**src/core/iout_fault_pkg.sv**
```systemverilog
// constants shared by the output current fault response block
package iout_fault_pkg;
  localparam int          PAGES          = 2;      // output pages
  localparam logic [7:0]  CMD_OC_RESP    = 8'hE5;  // overcurrent response
  localparam logic [7:0]  CMD_UC_RESP    = 8'hE6;  // undercurrent response
  localparam logic [7:0]  CMD_AVG_OC_LIM = 8'hE7;  // average oc limit
  localparam logic [7:0]  RESP_RESET     = 8'h80;  // shutdown, no retry
  localparam logic [15:0] AVG_LIM_RESET  = 16'hDA00; // 16 A
  localparam int          RESP_MSB       = 7;      // response field 7:6
  localparam int          RESP_LSB       = 6;
  localparam int          RETRY_MSB      = 5;      // retry field 5:3
  localparam int          RETRY_LSB      = 3;
  localparam logic [1:0]  RESP_SHUTDOWN  = 2'h2;   // only used response
  localparam logic [2:0]  RETRY_NONE     = 3'h0;
  localparam logic [2:0]  RETRY_FOREVER  = 3'h7;
  localparam int          EXP_MSB        = 15;     // linear-11 exponent
  localparam int          EXP_LSB        = 11;
  localparam int          SAMPLE_FRAC    = 4;      // sample lsb = 1/16 A
  localparam int          SAMPLE_W       = 16;     // signed sample width
  localparam int          COUNT_W        = 8;      // sample counter width
  localparam int          SUM_W          = 26;     // accumulator width
  localparam logic [7:0]  BLANK_SAMPLES  = 8'h02;  // blanked samples
  localparam int          CLK_HZ         = 10000000;
  localparam int          RETRY_MS       = 70;     // retry interval
  localparam int          RETRY_CYCLES   = CLK_HZ / 1000 * RETRY_MS;
  // per-page fault handling state
  typedef enum logic [2:0]
  {
    ST_RUN  = 3'b001,
    ST_HOLD = 3'b010,
    ST_WAIT = 3'b100
  } fault_state_t;
endpackage

```
**src/core/interval_averager.sv**
```systemverilog
// blanked interval averager comparing the mean current against a limit
`timescale 1ns/1ps
module interval_averager
  import iout_fault_pkg::*;
(
  input  wire logic                       clk_in,      // system clock
  input  wire logic                       reset_in,    // sync reset, high
  input  wire logic                       interval_in, // sensed interval
  input  wire logic                       valid_in,    // sample strobe
  input  wire logic signed [SAMPLE_W-1:0] sample_in,   // current sample
  input  wire logic signed [SAMPLE_W-1:0] limit_in,    // limit, same lsb
  output logic                            over_out     // one-cycle pulse
);
  logic signed [SUM_W-1:0]   sum;          // sum of kept samples
  logic signed [SUM_W-1:0]   next_sum;
  logic        [COUNT_W-1:0] kept;         // kept sample count
  logic        [COUNT_W-1:0] next_kept;
  logic        [COUNT_W-1:0] seen;         // blanked samples so far
  logic        [COUNT_W-1:0] next_seen;
  logic                      active;       // interval seen last cycle
  logic                      next_over;
  logic signed [SUM_W-1:0]   scaled_limit; // limit times kept count

  //////////////////////////////////////////////////////////////////////////
  // accumulate, then compare sum with limit scaled by the count
  always_comb
  begin
    next_sum     = sum;
    next_kept    = kept;
    next_seen    = seen;
    next_over    = 1'b0;
    scaled_limit = SUM_W'(limit_in) * $signed({1'b0, kept});
    if (interval_in && !active)
    begin
      // new interval: restart the average
      next_sum  = '0;
      next_kept = '0;
      // a sample on the opening cycle is the first blanked one
      next_seen = COUNT_W'(valid_in);
    end
    else if (interval_in && valid_in)
    begin
      if (seen < BLANK_SAMPLES)
        next_seen = seen + 1'b1;
      else if (kept != {COUNT_W{1'b1}})
      begin
        next_sum  = sum + SUM_W'(sample_in);
        next_kept = kept + 1'b1;
      end
    end
    else if (!interval_in && active && kept != '0)
      next_over = (sum > scaled_limit);
  end

  // register stage
  always_ff @(posedge clk_in)
  begin
    if (reset_in)
    begin
      sum      <= '0;
      kept     <= '0;
      seen     <= '0;
      active   <= 1'b0;
      over_out <= 1'b0;
    end
    else
    begin
      sum      <= next_sum;
      kept     <= next_kept;
      seen     <= next_seen;
      active   <= interval_in;
      over_out <= next_over;
    end
  end
endmodule // interval_averager

```
**src/core/iout_fault_response.sv**
```systemverilog
// paged output current fault response with retry and alert
`timescale 1ns/1ps
module iout_fault_response
  import iout_fault_pkg::*;
#(
  parameter int RETRY_COUNT = RETRY_CYCLES     // retry interval, cycles
)
(
  input  wire logic                          SYS_CLK_IN,       // clock
  input  wire logic                          RESET_IN,         // sync reset
  input  wire logic                          PAGE_IN,          // page
  input  wire logic [7:0]                    CMD_CODE_IN,      // command
  input  wire logic                          WRITE_IN,         // write
  input  wire logic                          READ_IN,          // read
  input  wire logic [15:0]                   WRITE_DATA_IN,    // data
  input  wire logic                          CLEAR_FAULTS_IN,  // clear
  input  wire logic [iout_fault_pkg::PAGES-1:0] ON_CMD_IN,     // output on
  input  wire logic [iout_fault_pkg::PAGES-1:0] OTHER_FAULT_IN,// other
  input  wire logic [iout_fault_pkg::PAGES-1:0] PEAK_OC_IN,    // peak oc
  input  wire logic [iout_fault_pkg::PAGES-1:0] UC_IN,         // uc limit
  input  wire logic [iout_fault_pkg::PAGES-1:0] UP_SLOPE_IN,   // slope
  input  wire logic [iout_fault_pkg::PAGES-1:0] ON_INTERVAL_IN,// D phase
  input  wire logic [iout_fault_pkg::PAGES-1:0] SAMPLE_VALID_IN,// strobe
  input  wire logic [iout_fault_pkg::SAMPLE_W-1:0] SAMPLE0_IN, // page 0
  input  wire logic [iout_fault_pkg::SAMPLE_W-1:0] SAMPLE1_IN, // page 1
  output logic      [15:0]                   READ_DATA_OUT,    // readback
  output logic [iout_fault_pkg::PAGES-1:0]   OUTPUT_EN_OUT,    // enable
  output logic [iout_fault_pkg::PAGES-1:0]   OC_FLAG_OUT,      // oc flag
  output logic [iout_fault_pkg::PAGES-1:0]   UC_FLAG_OUT,      // uc flag
  output logic                               ALERT_LINE_N_OUT  // alert
);
  logic [7:0]         oc_cfg      [PAGES];  // overcurrent_response_cfg
  logic [7:0]         uc_cfg      [PAGES];  // undercurrent_response_cfg
  logic [15:0]        avg_lim     [PAGES];  // average_overcurrent_limit
  logic [7:0]         next_oc_cfg [PAGES];
  logic [7:0]         next_uc_cfg [PAGES];
  logic [15:0]        next_avg_lim[PAGES];
  logic [15:0]        next_read;            // readback value
  fault_state_t       state       [PAGES];  // response state
  fault_state_t       next_state  [PAGES];
  logic [31:0]        timer       [PAGES];  // retry interval count
  logic [31:0]        next_timer  [PAGES];
  logic [PAGES-1:0]   next_en;
  logic [PAGES-1:0]   next_oc;
  logic [PAGES-1:0]   next_uc;
  logic [PAGES-1:0]   avg_over;             // average oc pulses
  logic signed [SAMPLE_W-1:0] lim_fixed[PAGES]; // limit in sample lsb
  logic [SAMPLE_W-1:0] samples [PAGES];

  assign samples[0] = SAMPLE0_IN;
  assign samples[1] = SAMPLE1_IN;

  function automatic logic signed [SAMPLE_W-1:0] lin11(
    input logic [15:0] v
  );
    logic signed [5:0]  sh;
    logic signed [31:0] y;
    sh = 6'($signed(v[EXP_MSB:EXP_LSB])) + 6'(SAMPLE_FRAC);
    y  = 32'($signed(v[EXP_LSB-1:0]));
    if (sh >= 0)
      y = y <<< sh;
    else
      y = y >>> (-sh);
    return y[SAMPLE_W-1:0];
  endfunction

  // retry policy: 1 only for the shutdown response with continuous retry
  function automatic logic retry_on(input logic [7:0] cfg);
    return cfg[RESP_MSB:RESP_LSB] == RESP_SHUTDOWN &&
           cfg[RETRY_MSB:RETRY_LSB] == RETRY_FOREVER;
  endfunction

  ////////////////////////////////////////////////////////////////////////////
  // averagers, one per page, watching the interval for the slope
  // limits in sample units
  always_comb
  begin
    for (int p = 0; p < PAGES; p++)
      lim_fixed[p] = lin11(avg_lim[p]);
  end
  genvar g;
  generate
    for (g = 0; g < PAGES; g++)
    begin : g_avg
      interval_averager u_avg (
        .clk_in      (SYS_CLK_IN),
        .interval_in (UP_SLOPE_IN[g] ? ON_INTERVAL_IN[g]
                                     : !ON_INTERVAL_IN[g]),
        .reset_in    (RESET_IN),
        .valid_in    (SAMPLE_VALID_IN[g]),
        .sample_in   ($signed(samples[g])),
        .limit_in    (lim_fixed[g]),
        .over_out    (avg_over[g])
      );
    end
  endgenerate

  ////////////////////////////////////////////////////////////////////////////
  // register writes and readback
  always_comb
  begin
    next_oc_cfg  = oc_cfg;
    next_uc_cfg  = uc_cfg;
    next_avg_lim = avg_lim;
    next_read    = READ_DATA_OUT;
    if (WRITE_IN)
    begin
      case (CMD_CODE_IN)
        CMD_OC_RESP:    next_oc_cfg[PAGE_IN]  = WRITE_DATA_IN[7:0];
        CMD_UC_RESP:    next_uc_cfg[PAGE_IN]  = WRITE_DATA_IN[7:0];
        CMD_AVG_OC_LIM: next_avg_lim[PAGE_IN] = WRITE_DATA_IN;
        default:        next_read             = READ_DATA_OUT;
      endcase
    end
    if (READ_IN)
    begin
      case (CMD_CODE_IN)
        CMD_OC_RESP:    next_read = {8'h00, oc_cfg[PAGE_IN]};
        CMD_UC_RESP:    next_read = {8'h00, uc_cfg[PAGE_IN]};
        CMD_AVG_OC_LIM: next_read = avg_lim[PAGE_IN];
        default:        next_read = 16'h0000;   // unknown command
      endcase
    end
  end

  ////////////////////////////////////////////////////////////////////////////
  // fault detection, flags and shutdown sequencing per page
  always_comb
  begin
    logic oc_evt;
    logic uc_evt;
    oc_evt     = 1'b0;
    uc_evt     = 1'b0;
    next_state = state;
    next_timer = timer;
    next_oc    = OC_FLAG_OUT;
    next_uc    = UC_FLAG_OUT;
    next_en    = OUTPUT_EN_OUT;
    for (int p = 0; p < PAGES; p++)
    begin
      oc_evt = OUTPUT_EN_OUT[p] && (PEAK_OC_IN[p] || avg_over[p]);
      uc_evt = OUTPUT_EN_OUT[p] && UC_IN[p];
      if (CLEAR_FAULTS_IN)
      begin
        next_oc[p] = 1'b0;
        next_uc[p] = 1'b0;
      end
      if (oc_evt)
        next_oc[p] = 1'b1;
      if (uc_evt)
        next_uc[p] = 1'b1;
      case (state[p])
        ST_RUN:
        begin
          if (oc_evt || uc_evt)
          begin
            next_en[p]    = 1'b0;
            next_timer[p] = '0;
            if (oc_evt ? retry_on(oc_cfg[p]) : retry_on(uc_cfg[p]))
              next_state[p] = ST_WAIT;
            else
              next_state[p] = ST_HOLD;
          end
          else
            next_en[p] = ON_CMD_IN[p];
        end
        ST_HOLD:
        begin
          next_en[p] = 1'b0;
          if (CLEAR_FAULTS_IN)
            next_state[p] = ST_RUN;  // released once faults cleared
        end
        ST_WAIT:
        begin
          next_en[p] = 1'b0;
          // stop on off command or fault
          if (!ON_CMD_IN[p] || OTHER_FAULT_IN[p])
            next_state[p] = ST_HOLD;
          else if (timer[p] >= 32'(RETRY_COUNT - 1))
          begin
            next_state[p] = ST_RUN;
            next_en[p]    = 1'b1;
          end
          else
            next_timer[p] = timer[p] + 32'd1;
        end
        default:
        begin
          next_state[p] = ST_HOLD;
          next_en[p]    = 1'b0;
        end
      endcase
    end
  end

  // register stage for configuration, state and outputs
  always_ff @(posedge SYS_CLK_IN)
  begin
    if (RESET_IN)
    begin
      for (int p = 0; p < PAGES; p++)
      begin
        oc_cfg[p]  <= RESP_RESET;
        uc_cfg[p]  <= RESP_RESET;
        avg_lim[p] <= AVG_LIM_RESET;
        state[p]   <= ST_RUN;
        timer[p]   <= '0;
      end
      READ_DATA_OUT    <= 16'h0000;
      OUTPUT_EN_OUT    <= '0;
      OC_FLAG_OUT      <= '0;
      UC_FLAG_OUT      <= '0;
      ALERT_LINE_N_OUT <= 1'b1;
    end
    else
    begin
      oc_cfg           <= next_oc_cfg;
      uc_cfg           <= next_uc_cfg;
      avg_lim          <= next_avg_lim;
      state            <= next_state;
      timer            <= next_timer;
      READ_DATA_OUT    <= next_read;
      OUTPUT_EN_OUT    <= next_en;
      OC_FLAG_OUT      <= next_oc;
      UC_FLAG_OUT      <= next_uc;
      ALERT_LINE_N_OUT <= ~(|next_oc | |next_uc);
    end
  end
endmodule // iout_fault_response

```
**config.mk**
```make
export PLATFORM = sky130hd
export DESIGN_NAME = iout_fault_response
export DESIGN_NICKNAME = d
export VERILOG_FILES = /design/src/core/iout_fault_pkg.sv /design/src/core/interval_averager.sv /design/src/core/iout_fault_response.sv
export SDC_FILE = /design/constraint.sdc
export NUM_CORES = 2
export LEC_CHECK = 0
export BUFFER_PORTS_ARGS = -buffer_cell sky130_fd_sc_hd__buf_2
export CELL_PAD_IN_SITES_DETAIL_PLACEMENT = 2
export CELL_PAD_IN_SITES_GLOBAL_PLACEMENT = 2
export CORE_MARGIN = 1.5
export CORE_UTILIZATION = 42
export CTS_CLUSTER_DIAMETER = 200
export DETAILED_ROUTE_END_ITERATION = 8
export GPL_TIMING_DRIVEN = 0
export PLACE_DENSITY_LB_ADDON = 0.1
export SLEW_MARGIN = 20
export SYNTH_ARGS = -nofsm -noshare
export SYNTH_HDL_FRONTEND = slang
export SYNTH_SLANG_ARGS = --single-unit
```
**constraint.sdc**
```tcl
create_clock -name SYS_CLK_IN -period 16.2 [get_ports SYS_CLK_IN]
set_input_delay 4.86 -clock SYS_CLK_IN [delete_from_list [all_inputs] [get_ports SYS_CLK_IN]]
set_output_delay 4.86 -clock SYS_CLK_IN [all_outputs]
set_load 0.05 [all_outputs]
```
Word level (Yosys, flattened, before mapping). Index checks and enable logic that the tools add are counted.

Shift-type cells: 4. Multipliers: 2. $lt $le $gt $ge: 10. Reduce and logical (&&, ||, !) cells: 58. Add/sub/neg operators: 12. Eq/ne operators: 29. Multiplexer cells: 64. Bitwise gates (word level): 7.

Operators with widths (count): 2-to-1 mux 32 bit (6); one-hot mux 32 bit (2 select lines) (2); 2-to-1 mux 16 bit (6); adder 32 x 1 -> 32 bit, second input constant (2); greater-or-equal comparator 32 x 20 -> 1 bit, second input constant (2); 2-to-1 mux 8 bit (7); adder 26 x 16 -> 26 bit (2); > comparator 26 bit (2); multiplier 16 x 9 -> 25 bit (2); one-hot mux 16 bit (3 select lines) (1); adder 8 x 1 -> 8 bit, second input constant (4); bitwise mux 16 bit (2); bitwise mux 32 bit (1); <<< shifter 11 x 6 -> 16 bit (2); >>> shifter 11 x 6 -> 16 bit (2); 2-to-1 mux 3 bit (9); equality test 8 bit, second input constant (3); 2-to-1 mux 1 bit (24); equality test 3 bit, second input constant (6); one-hot mux 3 bit (3 select lines) (2); logical AND 1 bit (17); demux 16 bit (select 1 bit) (1); < comparator 8 x 2 -> 1 bit, second input constant (2); inequality test 2 bit, second input constant (8); 24 further kinds (71).

Input bits: 76. Flip-flop bits (word level): 245. Logic and storage cells: 213.

Depth between registers and ports, before layout.
Depth after elaboration: 7. Depth in mapped cells: 38. Gate-level depth less buffers: 35.

By module. A second synthesis with hierarchy kept.

Cells, all modules: 3240. Area, all modules: 26339.0 um^2.

By module, submodules not included: iout_fault_response (sequential area each 3143.0 um^2, instances 1, area each 9658.0 um^2, cells each 1198); interval_averager at g_avg[1].u_avg (sequential area each 880.8 um^2, instances 1, area each 8348.0 um^2, cells each 1026); interval_averager at g_avg[0].u_avg (sequential area each 880.8 um^2, instances 1, area each 8333.0 um^2, cells each 1016).

Worst setup path before layout. OpenSTA, ideal clock, no wires.

Path type: flip-flop to flip-flop. Start point: register avg_lim[11] in the netlist's numbering. End point: register g_avg[1].u_avg.over_out. Arrival: 7.946 ns. Library setup time: 0.121 ns. Stages on the path, launching flop included: 35. Required time: 16.079 ns. Slack: 8.134 ns. Period minus slack after synthesis: 8.066 ns. Path through: dfxtp_1 -> clkbuf_1 -> inv_1 -> ha_1 -> clkbuf_1 -> clkbuf_1 -> a21oi_1 -> a22oi_1 -> o22a_1 -> nand3_1 -> a31oi_1 -> nand2_1 -> fa_1 -> inv_1 -> fa_1 -> ha_1 -> inv_1 -> fa_1 -> inv_1 -> fa_1 -> a21oi_1 -> o21ai_0 -> or4_1 -> a31o_2 -> a311o_1 -> a31oi_1 -> o21bai_1 -> xnor2_1 -> ha_1 -> nand4_1 -> nor2_1 -> nand2_1 -> or4_1 -> and3_1 -> mux2_2.

Cells in the longest elaborated chain, start to end: 6. Elaborated cells between the ends (all ways): 8. Those cells by class: add/sub (2); mul (1); order compare (2); shift (2); mux (1).

Ends and longest elaborated chain: start: declaration (line iout_fault_response.sv:34) `logic [15:0] avg_lim [PAGES];`; start signal: assignment (line iout_fault_response.sv:219) `avg_lim <= next_avg_lim;`; adder 5 x 4 -> 6 bit * (line iout_fault_response.sv:58) `sh = 6'($signed(v[EXP_MSB:EXP_LSB])) + 6'(SAMPLE_FRAC);`; negator 6 bit (line iout_fault_response.sv:63) `y = y >>> (-sh);`; >>> shifter 11 x 6 -> 16 bit (line iout_fault_response.sv:63); 2-to-1 mux 16 bit * (line iout_fault_response.sv:60) `if (sh >= 0)`; multiplier 16 x 9 -> 25 bit * (line interval_averager.sv:32) `scaled_limit = SUM_W'(limit_in) * $signed({1'b0, kept});`; > comparator 26 bit * (line interval_averager.sv:52) `next_over = (sum > scaled_limit);`; end signal: assignment (line interval_averager.sv:72) `over_out <= next_over;`; end: declaration (line interval_averager.sv:12) `output logic over_out`.

Every way passes the cells marked *; elsewhere a longest branch is shown, timed or not. A chain may end at the register's enable or synchronous reset.

Worst setup path after layout.
Start point: register avg_lim[28] in the netlist's numbering. End point: register g_avg[0].u_avg.over_out.

Cells in the longest elaborated chain, start to end: 6. Elaborated cells between the ends (all ways): 8. Those cells by class: add/sub (2); mul (1); order compare (2); shift (2); mux (1).

Ends and longest elaborated chain (line): adder 5 x 4 -> 6 bit * (iout_fault_response.sv:58); negator 6 bit (iout_fault_response.sv:63); >>> shifter 11 x 6 -> 16 bit (iout_fault_response.sv:63); 2-to-1 mux 16 bit * (iout_fault_response.sv:60); multiplier 16 x 9 -> 25 bit * (interval_averager.sv:32); > comparator 26 bit * (interval_averager.sv:52); end signal: assignment (interval_averager.sv:72); end: declaration (interval_averager.sv:12).

Marked as above.

==> flow_metrics.py <==
metrics = {
    "global_route": {
        "grt_pass1_vias": 27283,
        "grt_max_degree": 18,
        "antenna_found_initial": 1,
        "grt.total_usage": 0.2999,
        "grt_pass1_wl_um": 151600,
        "grt_overflow_total": 0,
    },
    "power": {
        "vdd_drop_max_v": 0.00007151,
        "p_leak_nw": 12.70,
        "power_density_nw_per_um2": 51.35,
        "fin_total_pwr_mw": 1.459,
    },
    "cts": {
        "clk-insertion-delay-late_ns": 0.62,
        "cts_sinks": 245,
        "clk_pin_slew_ns": 0.06,
        "cts_resized": 0,
        "cts_buffer_depth": 3,
        "ctsRootBufferMaster": "clkbuf_16",
        "numCtsBuffers": 30,
        "postCtsSetupBuffers": 0,
        "cts_tree": "done",
        "htree_levels": 1,
        "cts_hold_buf": 0,
    },
    "setup_path": {
        "critical_path_class": "reg2reg",
        "worstPathArrival_ns": 10.92,
        "rrSetupSlack_ns": 5.68,
        "endpoint_kind": "register",
        "path_common_cell": "a21oi_1",
        "slowest_stage": "a21oi_1",
        "cpLargestDelayFamily": "adder cells",
        "path_max_fanout": 10,
        "critical-path-max-stage-delay_ns": 0.71,
        "path_depth": 33,
        "path_buf_inv": 8,
        "r2r_cells": 33,
        "worstPathRequired_ns": 16.59,
        "critPathLaunchType": "register",
    },
    "placed_design": {
        "hpwlAfterDp_um": 77110,
        "globalplace.congestion": 0.8911,
        "place.port_buffers": 96,
    },
    "synthesis": {
        "synth.distinct_cells": 89,
        "synth_area_per_cell_sq_um": 8.000,
        "ys_seq_area_frac": 0.1895,
        "synth-async-reset-ratio": 0,
        "synth_area_leaders": "dfxtp_1 (19%), fa_1 (16%), ha_1 (10%)",
        "synth_top_flop_cell": "dfxtp_1",
        "syn_area_sq_um": 25880,
        "yosysWarningCount": 0,
        "synth_edf_count": 0,
        "syn_inst": 3235,
        "synth_top_cells_by_count": "nand2_1 (392), inv_1 (369), dfxtp_1 (245), nor2_1 (243), a21oi_1 (239)",
        "post-synth-top-area-fraction": 0.1895,
        "synth_nets": 3733,
        "synth_most_common_cell": "nand2_1",
        "yosysTopAreaCell": "dfxtp_1",
        "synth_seq_cells": 245,
    },
    "die": {
        "rows": 90,
        "start_util": 0.4272,
        "core-area_sq_um": 60580,
        "die_w_um": 251.2,
        "dieArea_sq_um": 63120,
        "die_height_um": 251.2,
        "boundaryPins": 99,
    },
    "drt": {
        "wl_per_cell_um": 22.70,
        "avgViaCountPerCell": 5.764,
        "ant_nets": 0,
        "drt_wl_total_um": 94610,
        "drc": 0,
        "drt_first_iter_violations": 1136,
        "drtPass1Iterations": 5,
        "vias": 24026,
    },
    "outcome": {
        "status": "finished, final reports clean",
    },
    "sta": {
        "timing.hold.ws_ns": 0.4557,
        "setup_viol": 0,
        "relSlewSlack": 0.2112,
        "slew_viol_final": 0,
        "tns_ns": 0,
        "min_period_over_period": 0.6495,
        "skew_ns": 0.05682,
        "rsz0062_at_grt": "false",
        "finalCriticalPeriod_ns": 10.52,
        "worstMarginPinSlew_ns": 1.153,
        "max_freq_mhz": 95.04,
        "hold_viol_final": 0,
    },
    "cells_and_area": {
        "num_antenna_cells": 0,
        "utilization": 0.4690,
        "drive_above_1_share": 0.07531,
        "areaGrowthSynthToFinish_pct": 9.795,
        "fin_nets": 3861,
    },
    "job": {
        "cap_violations": 0,
    },
    "min_path": {
        "hold_class": "reg2reg",
        "hold_path_depth": 1,
    },
}
[state kept, by name (all words and copies together) (netlist names)]
register and cells:
ALERT_LINE_N_OUT 1, g_avg.u_avg.over_out 2, avg_lim 32, g_avg.u_avg.kept 16, g_avg.u_avg.sum 52, g_avg.u_avg.active 2
state 6, READ_DATA_OUT 16, OC_FLAG_OUT 2, g_avg.u_avg.seen 16, oc_cfg 16, uc_cfg 16
UC_FLAG_OUT 2, OUTPUT_EN_OUT 2, timer 64
[worst paths after layout]
kind / from / end
worst max-delay path: avg_lim[28] / g_avg[0].u_avg.over_out
worst min-delay path: g_avg[0].u_avg.seen[5] / g_avg[0].u_avg.seen[5]
worst max register to register: avg_lim[28] / g_avg[0].u_avg.over_out
worst min register to register: g_avg[0].u_avg.seen[5] / g_avg[0].u_avg.seen[5]
[layer usage]
layer,global-route usage,wire length [um]
met3,0.02195,2842
met1,0.3842,42090
met5,0,13
met2,0.5439,47410
met4,0.07539,2248
[stage by stage]
step	std cells	instance area [sq um]	setup WS, ns
2_1_floorplan	3235	25880	8.134
3_3_place_gp	4113	27340	6.082
3_5_place_dp	4113	27350	5.696
4_1_cts	4168	28400	5.707
5_1_grt	4168	28410	5.150
6_report	4168	28410	5.678
[logic make-up after synthesis]
logic type | after synthesis | synth area share
xor gates and xnor gates | 133 | 0.04530
DFF | 245 | 0.1895
and+or+nand+nor | 1154 | 0.2144
muxes | 113 | 0.04985
buffers and inverters | 514 | 0.07619
AOI/OAI and AO/OA | 654 | 0.1610
adders and majority gates | 422 | 0.2638
[area by class of cell]
| class | count | area, sq um |
|---|---|---|
| inverter | 372 | 1396 |
| tap | 782 | 978.4 |
| clock inverter | 13 | 201.4 |
| sequential | 245 | 4905 |
| multi-input combinational | 2476 | 19020 |
| clock buffer | 42 | 855.8 |
| timing repair buffer | 96 | 480.5 |
| fill | 6933 | 32170 |
| buffer | 142 | 575.6 |
[cell usage in the layout (no fill, tap or decap), types with 112 or more instances in the layout]
cell,instances
nand2_1,392
inv_1,369
dfxtp_1,245
nor2_1,243
a21oi_1,239
ha_1,216
fa_1,206
and2_1,124
clkbuf_1,117
buf_2,112
[where the power goes]
group	switching [mW]	internal [mW]	total, mW
clock	0.286	0.433	0.719
sequential	0.00673	0.608	0.615
combinational	0.0852	0.0396	0.125
total	0.378	1.08	1.46
[worst register-to-register path: cells and delay by family, from the launching register on]
family	cells	cell delay, ns
compound gates	10	3.15
xor+xnor	1	0.56
fa+ha+maj	7	3.19
buf+inv	8	1.80
flops	1	0.34
mux	1	0.22
simple gates	6	1.06
No activity file was read; power rests on OpenSTA's default activity.
